## config.mk

```make
export PLATFORM = sky130hd
export DESIGN_NAME = drfs_refresh
export DESIGN_NICKNAME = d
export VERILOG_FILES = /design/src/verilog/drfs_pkg.sv /design/src/verilog/drfs_busy_timer.sv /design/src/verilog/drfs_refresh.sv
export SDC_FILE = /design/constraint.sdc
export NUM_CORES = 1
export LEC_CHECK = 0
export BUFFER_PORTS_ARGS = -buffer_cell sky130_fd_sc_hd__buf_4
export CORE_MARGIN = 2
export CORE_UTILIZATION = 50
export CTS_BUF_LIST = sky130_fd_sc_hd__clkbuf_16
export DETAILED_ROUTE_END_ITERATION = 8
export GPL_TIMING_DRIVEN = 0
export PLACE_DENSITY = 0.74
export SLEW_MARGIN = 25
export SYNTH_ARGS = -nofsm -noshare
export SYNTH_HDL_FRONTEND = slang
export SYNTH_SLANG_ARGS = --single-unit
```

## constraint.sdc

```tcl
create_clock -name CORE_CLK_IN -period 3.4 [get_ports CORE_CLK_IN]
set_clock_uncertainty 0.15 [all_clocks]
set_input_delay 0.17 -clock CORE_CLK_IN [delete_from_list [all_inputs] [get_ports CORE_CLK_IN]]
set_output_delay 0.17 -clock CORE_CLK_IN [all_outputs]
set_load 0.02 [all_outputs]
```

## src/verilog/drfs_pkg.sv

```systemverilog
package drfs_pkg;
  // Command decode on the command/address bus at the rising clock edge.
  localparam int          DRFS_CA_W        = 10;
  localparam int          DRFS_BANKS       = 8;
  localparam int          DRFS_BANK_W      = 3;
  localparam int          DRFS_CNT_W       = 16;
  localparam logic [2:0]  DRFS_BANK_RST    = 3'h0;
  // Refresh owed/pulled-in accounting limits.
  localparam int          DRFS_DEBT_MAX    = 8;
  localparam int          DRFS_PB_PER_AB   = 8;
  // Default cycle counts at 100 MHz for the configurable timing figures.
  localparam int          DRFS_CLK_NS      = 10;
  localparam int          DRFS_TRFCAB_NS   = 210;
  localparam int          DRFS_TRFCPB_NS   = 90;
  localparam int          DRFS_TRFCAB_CYC  = (DRFS_TRFCAB_NS + DRFS_CLK_NS - 1) / DRFS_CLK_NS;
  localparam int          DRFS_TRFCPB_CYC  = (DRFS_TRFCPB_NS + DRFS_CLK_NS - 1) / DRFS_CLK_NS;
endpackage : drfs_pkg

```

## src/verilog/drfs_busy_timer.sv

```systemverilog
`timescale 1ns/1ns
// Down counter that holds a busy level for a loaded number of cycles.
module drfs_busy_timer
  import drfs_pkg::*;
#(
  parameter int W = DRFS_CNT_W
) (
  input  wire logic         clk_in,
  input  wire logic         rst_in,
  input  wire logic         load_in,
  input  wire logic [W-1:0] cycles_in,
  output logic              busy_out
);
  logic [W-1:0] count;
  logic [W-1:0] next_count;

  // A new load restarts the interval; a zero load gives no busy time.
  always_comb begin
    next_count = count;
    if (load_in) begin
      next_count = cycles_in;
    end else if (count != '0) begin
      next_count = count - W'(1);
    end
  end

  always_ff @(posedge clk_in) begin
    if (rst_in) begin
      count <= '0;
    end else begin
      count <= next_count;
    end
  end

  assign busy_out = (count != '0);
endmodule // drfs_busy_timer

```

## src/verilog/drfs_refresh.sv

```systemverilog
`timescale 1ns/1ns
// Operation
// [RULE1] Refresh is CS_n low, CA0 low, CA1 low, CA2 high; CA3 picks per-bank or all-bank.
// [RULE2] Per-bank refresh target comes from a bank counter cycling 0 through 7.
// [RULE3] Bank counter returns to zero on reset command and on self refresh exit.
// [RULE4] All-bank refresh also returns the bank counter to zero.
// [RULE5] Controller mirrors the counter and refreshes only an idle bank.
// [RULE6] Controller spaces per-bank refresh after refreshes, precharge and activate.
// [RULE7] Refreshed bank is busy for tRFCpb; other banks keep working.
// [RULE8] After a per-bank refresh the refreshed bank is idle.
// [RULE9] Controller waits tRFCpb or tRRD after per-bank refresh before dependent commands.
// [RULE10] Controller issues all-bank refresh only with every bank idle.
// [RULE11] Controller spaces all-bank refresh after refreshes and precharges.
// [RULE12] All-bank refresh leaves all banks idle; controller waits tRFCab afterwards.
// [RULE13] No all-bank refresh after activate; per-bank only to idle bank after tRRD.
// [RULE14] Controller times tRP from the latest precharge reaching each bank.
// [RULE15] Controller defers at most eight refreshes, gap at most nine intervals.
// [RULE16] Controller pulls in at most eight extra refreshes.
// [RULE17] Controller issues at most sixteen refreshes in two intervals.
// [RULE18] Per-bank budget is eight times eight, doubled per two intervals.
// [RULE19] Controller meets minimum refreshes per window; eight per-bank equal one all-bank.
// [RULE20] Owed refresh count at most eight across self refresh and frozen during it.
// [RULE21] After self refresh exit one more refresh precedes the next entry.
// [RULE22] Auto-precharge accesses complete untruncated; seamless different-bank bursts allowed.
// [RULE23] Self refresh only with banks idle; one refresh needed after exit.
// [RULE24] Refresh and spacing times are configurable clock-cycle counts.
module drfs_refresh
  import drfs_pkg::*;
#(
  parameter int              NBANK      = DRFS_BANKS,
  parameter logic [DRFS_CNT_W-1:0] TRFCAB_CYC = DRFS_CNT_W'(DRFS_TRFCAB_CYC),
  parameter logic [DRFS_CNT_W-1:0] TRFCPB_CYC = DRFS_CNT_W'(DRFS_TRFCPB_CYC)
) (
  input  wire logic                   CORE_CLK_IN,
  input  wire logic                   SYS_RST_IN,
  input  wire logic                   CS_N_IN,
  input  wire logic [DRFS_CA_W-1:0]   CA_IN,
  input  wire logic                   RESET_CMD_IN,
  input  wire logic                   SREF_EXIT_IN,
  input  wire logic [NBANK-1:0]       BANK_ACTIVE_IN,
  output logic [DRFS_BANK_W-1:0]      NEXT_BANK_OUT,
  output logic [NBANK-1:0]            BANK_BUSY_OUT,
  output logic                        ALL_BUSY_OUT,
  output logic                        REF_PB_OUT,
  output logic                        REF_AB_OUT,
  output logic [DRFS_BANK_W-1:0]      REF_BANK_OUT,
  output logic                        REF_ILLEGAL_OUT
);
  // Pin inputs are from the memory clock domain; two flops before use.
  logic                 cs_n_m, cs_n_s;
  logic [DRFS_CA_W-1:0] ca_m, ca_s;
  logic                 rst_cmd_m, rst_cmd_s, sx_m, sx_s;

  always_ff @(posedge CORE_CLK_IN) begin
    if (SYS_RST_IN) begin
      cs_n_m    <= 1'b1;
      cs_n_s    <= 1'b1;
      ca_m      <= '0;
      ca_s      <= '0;
      rst_cmd_m <= 1'b0;
      rst_cmd_s <= 1'b0;
      sx_m      <= 1'b0;
      sx_s      <= 1'b0;
    end else begin
      cs_n_m    <= CS_N_IN;
      cs_n_s    <= cs_n_m;
      ca_m      <= CA_IN;
      ca_s      <= ca_m;
      rst_cmd_m <= RESET_CMD_IN;
      rst_cmd_s <= rst_cmd_m;
      sx_m      <= SREF_EXIT_IN;
      sx_s      <= sx_m;
    end
  end

  // Refresh decode; CA3 chooses the flavour.
  logic is_ref, is_pb, is_ab;
  assign is_ref = !cs_n_s && !ca_s[0] && !ca_s[1] && ca_s[2]; // see [RULE1]
  assign is_pb  = is_ref && !ca_s[3];                          // see [RULE1]
  assign is_ab  = is_ref && ca_s[3];                           // see [RULE1]

  // Exit is a level; only its falling-to-rising change resets the counter once.
  logic sx_d, next_sx_d;
  logic sx_rise;
  assign sx_rise   = sx_s && !sx_d;
  assign next_sx_d = sx_s;

  // Bank counter and registered command outputs.
  logic [DRFS_BANK_W-1:0] bank, next_bank;
  logic                   ref_pb, next_ref_pb, ref_ab, next_ref_ab, illegal, next_illegal;
  logic [DRFS_BANK_W-1:0] ref_bank, next_ref_bank;
  logic [NBANK-1:0]       pb_busy;
  logic                   ab_busy;
  logic                   pb_ok;

  // A refresh to a busy or open bank is flagged, yet the counter still moves
  // so the device stays in step with a controller that counted it.
  assign pb_ok = !BANK_ACTIVE_IN[bank] && !pb_busy[bank] && !ab_busy;

  always_comb begin
    next_bank     = bank;
    next_ref_pb   = 1'b0;
    next_ref_ab   = 1'b0;
    next_ref_bank = ref_bank;
    next_illegal  = 1'b0;
    if (rst_cmd_s || sx_rise) begin
      next_bank = DRFS_BANK_RST;                                // see [RULE3]
    end else if (is_ab) begin
      next_bank    = DRFS_BANK_RST;                             // see [RULE4]
      next_ref_ab  = 1'b1;
      next_illegal = (|BANK_ACTIVE_IN) || (|pb_busy) || ab_busy;
    end else if (is_pb) begin
      next_ref_pb   = 1'b1;
      next_ref_bank = bank;                                     // see [RULE2]
      next_bank     = bank + DRFS_BANK_W'(1);                   // see [RULE2]
      next_illegal  = !pb_ok;
    end
  end

  always_ff @(posedge CORE_CLK_IN) begin
    if (SYS_RST_IN) begin
      bank     <= DRFS_BANK_RST;
      ref_pb   <= 1'b0;
      ref_ab   <= 1'b0;
      ref_bank <= DRFS_BANK_RST;
      illegal  <= 1'b0;
      sx_d     <= 1'b0;
    end else begin
      bank     <= next_bank;
      ref_pb   <= next_ref_pb;
      ref_ab   <= next_ref_ab;
      ref_bank <= next_ref_bank;
      illegal  <= next_illegal;
      sx_d     <= next_sx_d;
    end
  end

  // One busy timer per bank for tRFCpb; the bank returns idle on expiry.
  genvar g;
  generate
    for (g = 0; g < NBANK; g++) begin : g_bank
      logic load_pb;
      assign load_pb = is_pb && !(rst_cmd_s || sx_rise) && (bank == DRFS_BANK_W'(g));
      drfs_busy_timer #(.W(DRFS_CNT_W)) u_pb (
        .clk_in    (CORE_CLK_IN),
        .rst_in    (SYS_RST_IN),
        .load_in   (load_pb),                                   // see [RULE7]
        .cycles_in (TRFCPB_CYC),                                // see [RULE24]
        .busy_out  (pb_busy[g])                                 // see [RULE8]
      );
    end
  endgenerate

  // All-bank busy window; every bank is idle again when it ends.
  drfs_busy_timer #(.W(DRFS_CNT_W)) u_ab (
    .clk_in    (CORE_CLK_IN),
    .rst_in    (SYS_RST_IN),
    .load_in   (is_ab && !(rst_cmd_s || sx_rise)),               // see [RULE12]
    .cycles_in (TRFCAB_CYC),                                      // see [RULE24]
    .busy_out  (ab_busy)
  );

  // Only the refreshed bank is unavailable; others report free. Accesses to
  // other banks are never held off here, so auto-precharge bursts run whole.
  // see [RULE22]
  assign BANK_BUSY_OUT   = pb_busy | {NBANK{ab_busy}};           // see [RULE7]
  assign ALL_BUSY_OUT    = ab_busy;
  assign NEXT_BANK_OUT   = bank;
  assign REF_PB_OUT      = ref_pb;
  assign REF_AB_OUT      = ref_ab;
  assign REF_BANK_OUT    = ref_bank;
  assign REF_ILLEGAL_OUT = illegal;
endmodule // drfs_refresh

```

## After elaboration in Yosys (flattened, before gate mapping)

Cells that the tools add are included.

| operators by class | value |
|---|---|
| reductions and logical operators | 64 |
| multiplexer cells | 26 |
| div/mod/pow operators | 0 |
| $add $sub $neg | 10 |
| bitwise gates (word level) | 3 |
| equal/unequal tests | 7 |
| shift operators | 0 |
| magnitude comparators | 1 |
| multiply operators | 0 |

Operator list:

| operator | count |
|---|---|
| $reduce_bool 16->1 | 9 |
| $sub 16x1->16 const B | 9 |
| $mux 4 | 16 |
| $reduce_or 2->1 | 10 |
| $logic_and 1x1->1 | 18 |
| $reduce_bool 2->1 | 9 |
| $reduce_or 8->1 | 2 |
| $eq 3x3->1 const B | 4 |
| $logic_not 1->1 | 10 |
| $mux 5 | 2 |
| $or 8x8->8 | 1 |
| $bmux 1 s3 | 2 |
| $eq 3x2->1 const B | 2 |
| $mux 1 | 6 |
| $lt 3x4->1 const B | 1 |
| $add 3x1->3 const B | 1 |
| $eq 3x1->1 const B | 1 |
| $logic_not 3->1 | 1 |
| $logic_or 1x1->1 | 3 |
| $reduce_and 3->1 | 1 |
| $reduce_or 3->1 | 1 |
| $not 1->1 | 2 |

| storage, ports and cells | value |
|---|---|
| ROM bits | 0 |
| bits in latches | 0 |
| bits of input ports | 23 |
| memories | 0 |
| RAM bits | 0 |
| bits in registers | 168 |
| word-level logic and storage cells | 143 |
| output and inout bits | 18 |

## Longest topological paths before layout

Gate-level depths: netlist (run 1).

| logic depth | value |
|---|---|
| depth after elaboration | 9 |
| depth in mapped cells | 11 |
| depth with buffers taken out | 10 |

## By module

From an unflattened synthesis (run 1), not the netlist that was laid out.

| unflattened totals | value |
|---|---|
| cell total of the unflattened synthesis | 1092 |
| area total of the unflattened synthesis | 9565.4 µm² |

By module, submodules not included:

| module | instances | sequential area each (µm²) | cells an instance | area an instance (µm²) |
|---|---|---|---|---|
| drfs_busy_timer at g_bank[1].u_pb ... | 6 | 320.3 | 110 | 970.9 |
| drfs_busy_timer at g_bank[0].u_pb ... | 3 | 320.3 | 104 | 878.3 |
| drfs_refresh | 1 | 480.5 | 120 | 1104.8 |

## Worst setup path before layout (run 1)

No wires, ideal clock.

| timing path | value |
|---|---|
| path kind | reg2reg |
| start | register g_bank[6].u_pb.count[2] |
| end | register illegal (netlist: REF_ILLEGAL_OUT) |
| required time | 3.133 ns |
| path slack | 0.911 ns |
| library setup time | 0.117 ns |
| stages on the path, launching flop included | 8 |
| buffers on the path | 1 |
| period minus slack after synthesis | 2.489 ns |
| data arrival time | 2.223 ns |
| path through | dfxtp_1 or4_4 or4_4 buf_6 and3_4 a311oi_2 a21boi_1 a22o_1 |

| between the ends | value |
|---|---|
| cells in the longest elaborated chain, start to end | 9 |
| elaborated cells between the ends (all ways) | 12 |
| classes of those cells | mux: 4; reduce/logical: 8 |

RTL lines:

| item | RTL line | source |
|---|---|---|
| start, declared | drfs_busy_timer.sv:14 | `logic [W-1:0] count;` |
| start signal, assigned | drfs_busy_timer.sv:31 | `count <= next_count;` |
| $reduce_bool 16->1 (*) | drfs_busy_timer.sv:35 | `assign busy_out = (count != '0);` |
| $bmux 1 s3 | drfs_refresh.sv:98 | `assign pb_ok = !BANK_ACTIVE_IN[bank] && !pb_busy[bank] && !ab_busy;` |
| $mux 1 (implied by the code) | drfs_refresh.sv:98 |  |
| $logic_not 1->1 | drfs_refresh.sv:98 |  |
| $logic_and 1x1->1 (2 in a row) | drfs_refresh.sv:98 |  |
| $logic_not 1->1 | drfs_refresh.sv:116 | `next_illegal = !pb_ok;` |
| $mux 1 | drfs_refresh.sv:112 | `end else if (is_pb) begin` |
| $mux 1 (*) | drfs_refresh.sv:108 | `end else if (is_ab) begin` |
| end signal, assigned | drfs_refresh.sv:133 | `illegal <= next_illegal;` |
| end, declared | drfs_refresh.sv:90 | `logic ref_pb, next_ref_pb, ref_ab, next_ref_ab, illegal, next_illegal;` |

Every way passes the cells marked *; elsewhere a longest branch is shown, timed or not. The select of a mux whose other input is x is not followed.
A chain may end at the register's enable or synchronous reset.

## Final worst setup path (run 1)

| timing path | value |
|---|---|
| start | register u_ab.count[2] |
| end | output port BANK_BUSY_OUT[0] |

| between the ends | value |
|---|---|
| cells in the longest elaborated chain, start to end | 2 |

RTL lines:

| item | RTL line | source |
|---|---|---|
| start, declared | drfs_busy_timer.sv:14 |  |
| start signal, assigned | drfs_busy_timer.sv:31 |  |
| $reduce_bool 16->1 | drfs_busy_timer.sv:35 |  |
| $or 8x8->8 | drfs_refresh.sv:166 | `assign BANK_BUSY_OUT = pb_busy \| {NBANK{ab_busy}};` |
| end, declared | drfs_refresh.sv:42 | `output logic [NBANK-1:0] BANK_BUSY_OUT,` |

Every way passes these cells.

==> results of run 1 <==
routing by layer:
metal  part of all wire, %  GRT usage (%)  vias up
met5                     0              0        -
li1                      -              -     3068
met3                   3.7           5.74       17
met2                    47           32.4       79
met1                    48           24.7     2776
met4                   1.7           7.50        0
area by class of cell:
class                           count  area, um2  share of cell area [%]
Timing Repair Buffer               42        335                    3.87
Clock buffer                       17        425                    4.91
Inverter                           27        101                    1.17
Clock inverter                     15        133                    1.53
Tap cell                          184        230                    2.66
Sequential cell                   168       3360                    38.8
Multi-Input combinational cell    633       3990                    46.0
Buffer                             23       97.6                    1.13
synthesized netlist by cell type (all sizes together) (12+ instances only):
| cell | instances |
|---|---|
| nand4 | 12 |
| nand2 | 42 |
| or3 | 25 |
| nor2b | 17 |
| ha | 24 |
| nor2 | 158 |
| or4 | 24 |
| nor3 | 29 |
| inv | 27 |
| clkbuf | 17 |
| nor4 | 29 |
| xor2 | 53 |
| dfxtp | 168 |
| nand3 | 22 |
| xnor2 | 60 |
| a21oi | 46 |
kinds of logic (layout without fill, tap and decap cells):
| family | after synthesis | in the layout | share of synthesized area, % |
|---|---|---|---|
| and+or+nand+nor | 401 | 401 | 27.2 |
| buffers and inverters | 50 | 124 | 2.64 |
| AOI/OAI and AO/OA | 90 | 90 | 7.40 |
| muxes | 5 | 5 | 1.03 |
| xor gates and xnor gates | 113 | 113 | 13.1 |
| adders and majority gates | 24 | 24 | 3.98 |
| DFF | 168 | 168 | 44.6 |
sequential cells by signal, summed over array words and instances, names as in the netlist, 3 cells and up:
name,cells
g_bank.u_pb.count,128
u_ab.count,16
ca_m,4
ca_s,4
NEXT_BANK_OUT,3
REF_BANK_OUT,3
critical path, cell delays in order, from the launching register on:
cell      delay [ns]
dfxtp_1         0.35
nor4_1          0.44
nand2_1         0.17
nor2_4          0.31
inv_1           0.12
clkbuf_1        0.29
or3_1           0.49
buf_4           0.18
how the worst max path moves through the flow:
stage / startpoint / endpoint / slack, ns / depth (start not counted)
after floorplan: g_bank[6].u_pb.count[2]$_SDFFE_PP0P_ / REF_ILLEGAL_OUT$_SDFF_PP0_ / 0.91 / 7
after global placement: u_ab.count[2]$_SDFFE_PP0P_ / BANK_BUSY_OUT[0] / 0.34 / 7
after detailed placement: u_ab.count[2]$_SDFFE_PP0P_ / BANK_BUSY_OUT[0] / 0.35 / 7
after CTS: u_ab.count[2]$_SDFFE_PP0P_ / BANK_BUSY_OUT[0] / 0.13 / 7
after global routing: g_bank[2].u_pb.count[6]$_SDFFE_PP0P_ / BANK_BUSY_OUT[2] / 0.04 / 4
final: u_ab.count[2]$_SDFFE_PP0P_ / BANK_BUSY_OUT[0] / 0.29 / 7
report_power, final:
part           internal (W)  switching [W]
Clock              0.000965       0.000871
Combinational       0.00169        0.00203
Sequential          0.00257       0.000535
stage by stage:
step / setup WS [ns] / cell area [um2] / util (%) / hold slack [ns] / std cells
2_1_floorplan: 0.911 / 7540 / - / 0.124 / 851
3_3_place_gp: 0.341 / 8030 / 54.8 / 0.205 / 1069
3_5_place_dp: 0.354 / 8030 / 54.8 / 0.209 / 1069
4_1_cts: 0.130 / 8670 / 59.2 / 0.101 / 1109
5_1_grt: 0.0410 / 8670 / 59.2 / 0.157 / 1109
6_report: 0.294 / 8670 / 59.2 / 0.120 / 1109
cells in the final DEF, fill, tap and decap left out, types with 4 or more instances in the layout:
cell,netlist,final
a211oi_1,8,8
a21oi_1,46,46
buf_4,0,34
clkbuf_1,17,17
clkbuf_16,0,17
dfxtp_1,168,168
dlygate4sd3_1,0,8
ha_1,24,24
inv_1,27,27
inv_6,0,7
nand2_1,42,42
nand2b_1,11,11
nand3_1,22,22
nand3b_1,4,4
nand4_1,12,12
nand4b_1,4,4
nor2_1,158,157
nor2b_1,17,17
nor3_1,29,29
nor3b_1,8,8
nor4_1,29,29
o21ai_0,11,11
o31ai_1,8,8
or2_2,5,5
or3_1,22,22
or4_1,21,21
xnor2_1,60,60
xor2_1,53,53
repair_timing:
| action | 4_1_cts | 5_1_grt |
|---|---|---|
| gates resized for setup | 1 | 1 |
| hold buffers | 8 | 0 |
| pin swaps | 0 | 1 |
| setup endpoints to repair | 2 | 2 |
| endpoints found under the hold margin | 14 | 0 |
==> impl_metrics.yaml, run 1 <==
run_status:
  outcome: "completed"
timing:
  fmax_mhz: 322
  fin_crit_sh_pct: 91.3
  hold_viol: 0
  slew_violations: 0
  setup_violations: 0
  rsz0062_at_grt: "no"
  min_period_ns: 3.11
  slew_headroom_pct: 42.7
  tightest_slew_ns: 0.852
  tns_ns: 0
routing:
  drcViolationCount: 0
  avgRoutedWirePerCell_um: 13.6
  vias: 5940
  vias_per_cell: 5.36
  dr.pass1.iters: 4
  totalWireLength_mm: 15.1
  drtIter0Drc: 281
  ant_nets: 0
global_routing:
  gr-usage-all-layers_pct: 19.7
  antenna_found_initial: 0
  grt_pass1_vias: 5621
  grt_max_degree: 18
  overflow: 0
  grt_first_pass_wirelength_mm: 25.7
clock_tree:
  clkTransAtPathRegs_ns: 0.07
  cts-buffers-inserted: 17
  tritoncts: "built"
  clk_latency_ns: 0.43
  cts.sinks: 168
  post_cts_buffers: 0
  htree_levels: 4
  clk_path_buf_depth: 2
  root_buffer: "clkbuf_16"
worst_setup_path:
  startpoint_type: "flip-flop"
  worstSetupPathType: "reg -> out"
  cp.arrival_ns: 2.79
  crit_fanout: 10
  rrSetupSlack_ns: 0.51
  timing.rr.end: "g_bank[3].u_pb.count[2]$_SDFFE_PP0P_"
  endpoint_kind: "primary output"
  r2r_start: "ca_s[0]$_SDFF_PP0_"
  required_ns: 3.08
  rr_worst_depth: 7
die:
  num_io_pins: 41
  core_mm2: 0.0146
  die_x_um: 127
  initial_utilization_pct: 51.5
  die_h_um: 127
  num_rows: 44
  die_area_mm2: 0.0161
yosys:
  ys_seq_area_share_pct: 44.6
  synth_top_area_cell: "dfxtp_1"
  synth_top_area_share_pct: 44.6
  async_flop_share_pct: 0
  syn_inst: 851
  synth_cell_type_count: 53
  syn_area_per_cell_um2: 8.86
  netlist_top_cells_area: "dfxtp_1 45%, nor2_1 7.9%, xnor2_1 7.0%, xor2_1 6.2%, ha_1 4.0%"
  synth_edf_count: 0
  synth_area_mm2: 0.00754
  ys.flop_type: "dfxtp_1"
  ys_warn_count: 0
  syn-num-nets: 898
  synth_seq_cells: 168
run:
  drv_cap: 0
place:
  dp_hpwl_mm: 10.6
  portBuffers: 34
  globalplace.congestion: 0.834
power_and_ir_drop:
  max-vdd-ir-drop_mv: 0.491
  power_per_cell_area_mw_per_mm2: 1000
  power_w: 0.00867
  p_leak_nw: 3.42
final_layout:
  num_antenna_cells: 0
  layout.nets: 959
  area_growth_pct: 15.0
  fill_cells: 1285
  drive_gt1_share_pct: 9.84
worst_hold_path:
  worstHoldEndpoint: "REF_ILLEGAL_OUT$_SDFF_PP0_"
  hold_class: "in -> reg"
  hp-start: "BANK_ACTIVE_IN[7]"
  min_path_cells: 6
Note: power is estimated with default switching activity, not from simulation.
==> run 2: changes to the inputs <==
--- a/config.mk
+++ b/config.mk
@@ -6,7 +6,7 @@
 export NUM_CORES = 1
 export LEC_CHECK = 0
 export BUFFER_PORTS_ARGS = -buffer_cell sky130_fd_sc_hd__buf_4
-export CORE_MARGIN = 2
+export CORE_MARGIN = 5
 export CORE_UTILIZATION = 50
 export CTS_BUF_LIST = sky130_fd_sc_hd__clkbuf_16
 export DETAILED_ROUTE_END_ITERATION = 8
==> run 2 against run 1 <==
Effect of this change: total power decreased by 0.77%; register-to-register slack about the same; sequential share of layout area rose by 0.084 points; highest routed layer unchanged; critical endpoint is now BANK_BUSY_OUT[2]; flip-flop and latch count stayed put; clock power fell by 4%; hold slack got worse by 0.026 ns.
==> impl_metrics.yaml, run 2 (synthesis results as in run 1) <==
run:
  drv_cap: 0
timing:
  setup_violations: 0
  rsz0062_at_grt: "no"
  hold_viol: 0
  tightest_slew_ns: 0.856
  whs_ns: 0.0942
  min_period_ns: 3.11
  slew_headroom_pct: 42.4
  fmax_mhz: 322
  slew_violations: 0
  tns_ns: 0
  fin_crit_sh_pct: 91.4
final_layout:
  top_register: "g_bank.u_pb.count"
  most-common-layout-cells: "168 x dfxtp_1, 157 x nor2_1, 60 x xnor2_1"
  area_growth_pct: 14.8
  layout_commonest_cell: "dfxtp_1"
  largest_register_ffs: 128
  fin_util_pct: 59.1
  drive_gt1_share_pct: 9.30
  layout.nets: 959
  num_antenna_cells: 0
  reg_top3: "g_bank.u_pb.count x128, u_ab.count x16"
power_and_ir_drop:
  max-vdd-ir-drop_mv: 0.467
  p_leak_nw: 3.42
  seqPwrFrac_pct: 36.2
  switching_share_pct: 38.8
  p_sw_w: 0.00334
  pwr-share-comb_pct: 43.3
  p_clk_share_pct: 20.5
  power_per_cell_area_mw_per_mm2: 994
  internal_power_w: 0.00527
worst_hold_path:
  hold_class: "in -> reg"
clock_tree:
  clk_latency_ns: 0.42
  tritoncts: "built"
  htree_levels: 4
  clk_path_buf_depth: 2
  cts.sinks: 168
  clkTransAtPathRegs_ns: 0.06
  post_cts_buffers: 0
  cts-buffers-inserted: 17
  root_buffer: "clkbuf_16"
run_status:
  outcome: "completed"
die:
  num_rows: 44
  num_io_pins: 41
  die_h_um: 133
  core_mm2: 0.0146
  initial_utilization_pct: 51.5
  die_x_um: 133
  die_area_mm2: 0.0176
routing:
  totalWireLength_mm: 15.0
  dr.pass1.iters: 5
  vias_per_cell: 5.27
  vias: 5843
  avgRoutedWirePerCell_um: 13.5
  drcViolationCount: 0
  drtIter0Drc: 326
  ant_nets: 0
worst_setup_path:
  r2r_start: "g_bank[2].u_pb.count[6]$_SDFFE_PP0P_"
  cp.arrival_ns: 2.79
  critPathLaunch: "g_bank[2].u_pb.count[6]$_SDFFE_PP0P_"
  cp-endpoint: "BANK_BUSY_OUT[2]"
  worstSetupPathType: "reg -> out"
  required_ns: 3.08
  timing.rr.end: "g_bank[2].u_pb.count[12]$_SDFFE_PP0P_"
  rr_worst_depth: 7
  endpoint_kind: "primary output"
  startpoint_type: "flip-flop"
  rrSetupSlack_ns: 0.50
  crit_fanout: 10
place:
  portBuffers: 34
  dp_hpwl_mm: 10.8
  globalplace.congestion: 0.824
global_routing:
  overflow: 0
  grt_max_degree: 17
  grt_first_pass_wirelength_mm: 25.8
  grt_pass1_vias: 5627
  antenna_found_initial: 0
  gr-usage-all-layers_pct: 17.6
[run 2: stage by stage]
stage / cell area [um2] / cells / power, W / setup WS [ns]
after floorplan: 7540 / 851 / 0.00612 / 0.911
after global placement: 8030 / 1069 / 0.00672 / 0.398
after detailed placement: 8030 / 1069 / 0.00682 / 0.377
after CTS: 8650 / 1109 / 0.00864 / 0.163
after global routing: 8650 / 1109 / 0.00934 / 0.0688
final: 8650 / 1109 / 0.00860 / 0.292
[run 2: area by class of cell]
class | instances | area [um2]
inverter | 27 | 101
buffer | 23 | 97.6
tap | 184 | 230
fill | 1257 | 5990
clock buffer | 17 | 425
clock inverter | 15 | 114
sequential | 168 | 3360
multi-input combinational | 633 | 3990
timing repair buffer | 42 | 335
[run 2: what timing repair did]
item	in CTS	in global routing
pin swaps	0	0
setup endpoints to repair	3	1
resized for setup	1	1
hold buffers	8	0
hold endpoints to repair	14	0
[run 2: layer usage]
metal	GRT usage, %	wire length, um	part of all wire [%]
met1	22.4	7220	48
met2	28.2	6920	46
met4	6.52	264	1.8
met5	0	0	0
met3	5.13	589	3.9
[run 2: power groups by stage]
stage	clock network [W]	registers, W	logic [W]
2_1_floorplan	0	0.00302	0.00310
3_3_place_gp	0	0.00312	0.00360
3_5_place_dp	0	0.00313	0.00369
4_1_cts	0.00180	0.00310	0.00374
5_1_grt	0.00189	0.00320	0.00424
6_report	0.00176	0.00311	0.00373
[run 2: worst min-delay path by stage]
| stage | start | end | slack (ns) | depth (start not counted) |
|---|---|---|---|---|
| detailed placement | CS_N_IN | cs_n_m$_SDFF_PP1_ | 0.22 | 2 |
| global route | BANK_ACTIVE_IN[5] | REF_ILLEGAL_OUT$_SDFF_PP0_ | 0.10 | 6 |
| global placement | CS_N_IN | cs_n_m$_SDFF_PP1_ | 0.22 | 2 |
| finish | BANK_ACTIVE_IN[5] | REF_ILLEGAL_OUT$_SDFF_PP0_ | 0.09 | 6 |
| CTS | BANK_ACTIVE_IN[5] | REF_ILLEGAL_OUT$_SDFF_PP0_ | 0.07 | 6 |
| floorplan | CS_N_IN | cs_n_m$_SDFF_PP1_ | 0.12 | 1 |
[run 2: critical path: stages, from the launching register on]
cell and delay, ns:
dfxtp_1 0.34, nor4_1 0.76, nand4_1 0.61, or2_2 0.49
buf_4 0.16
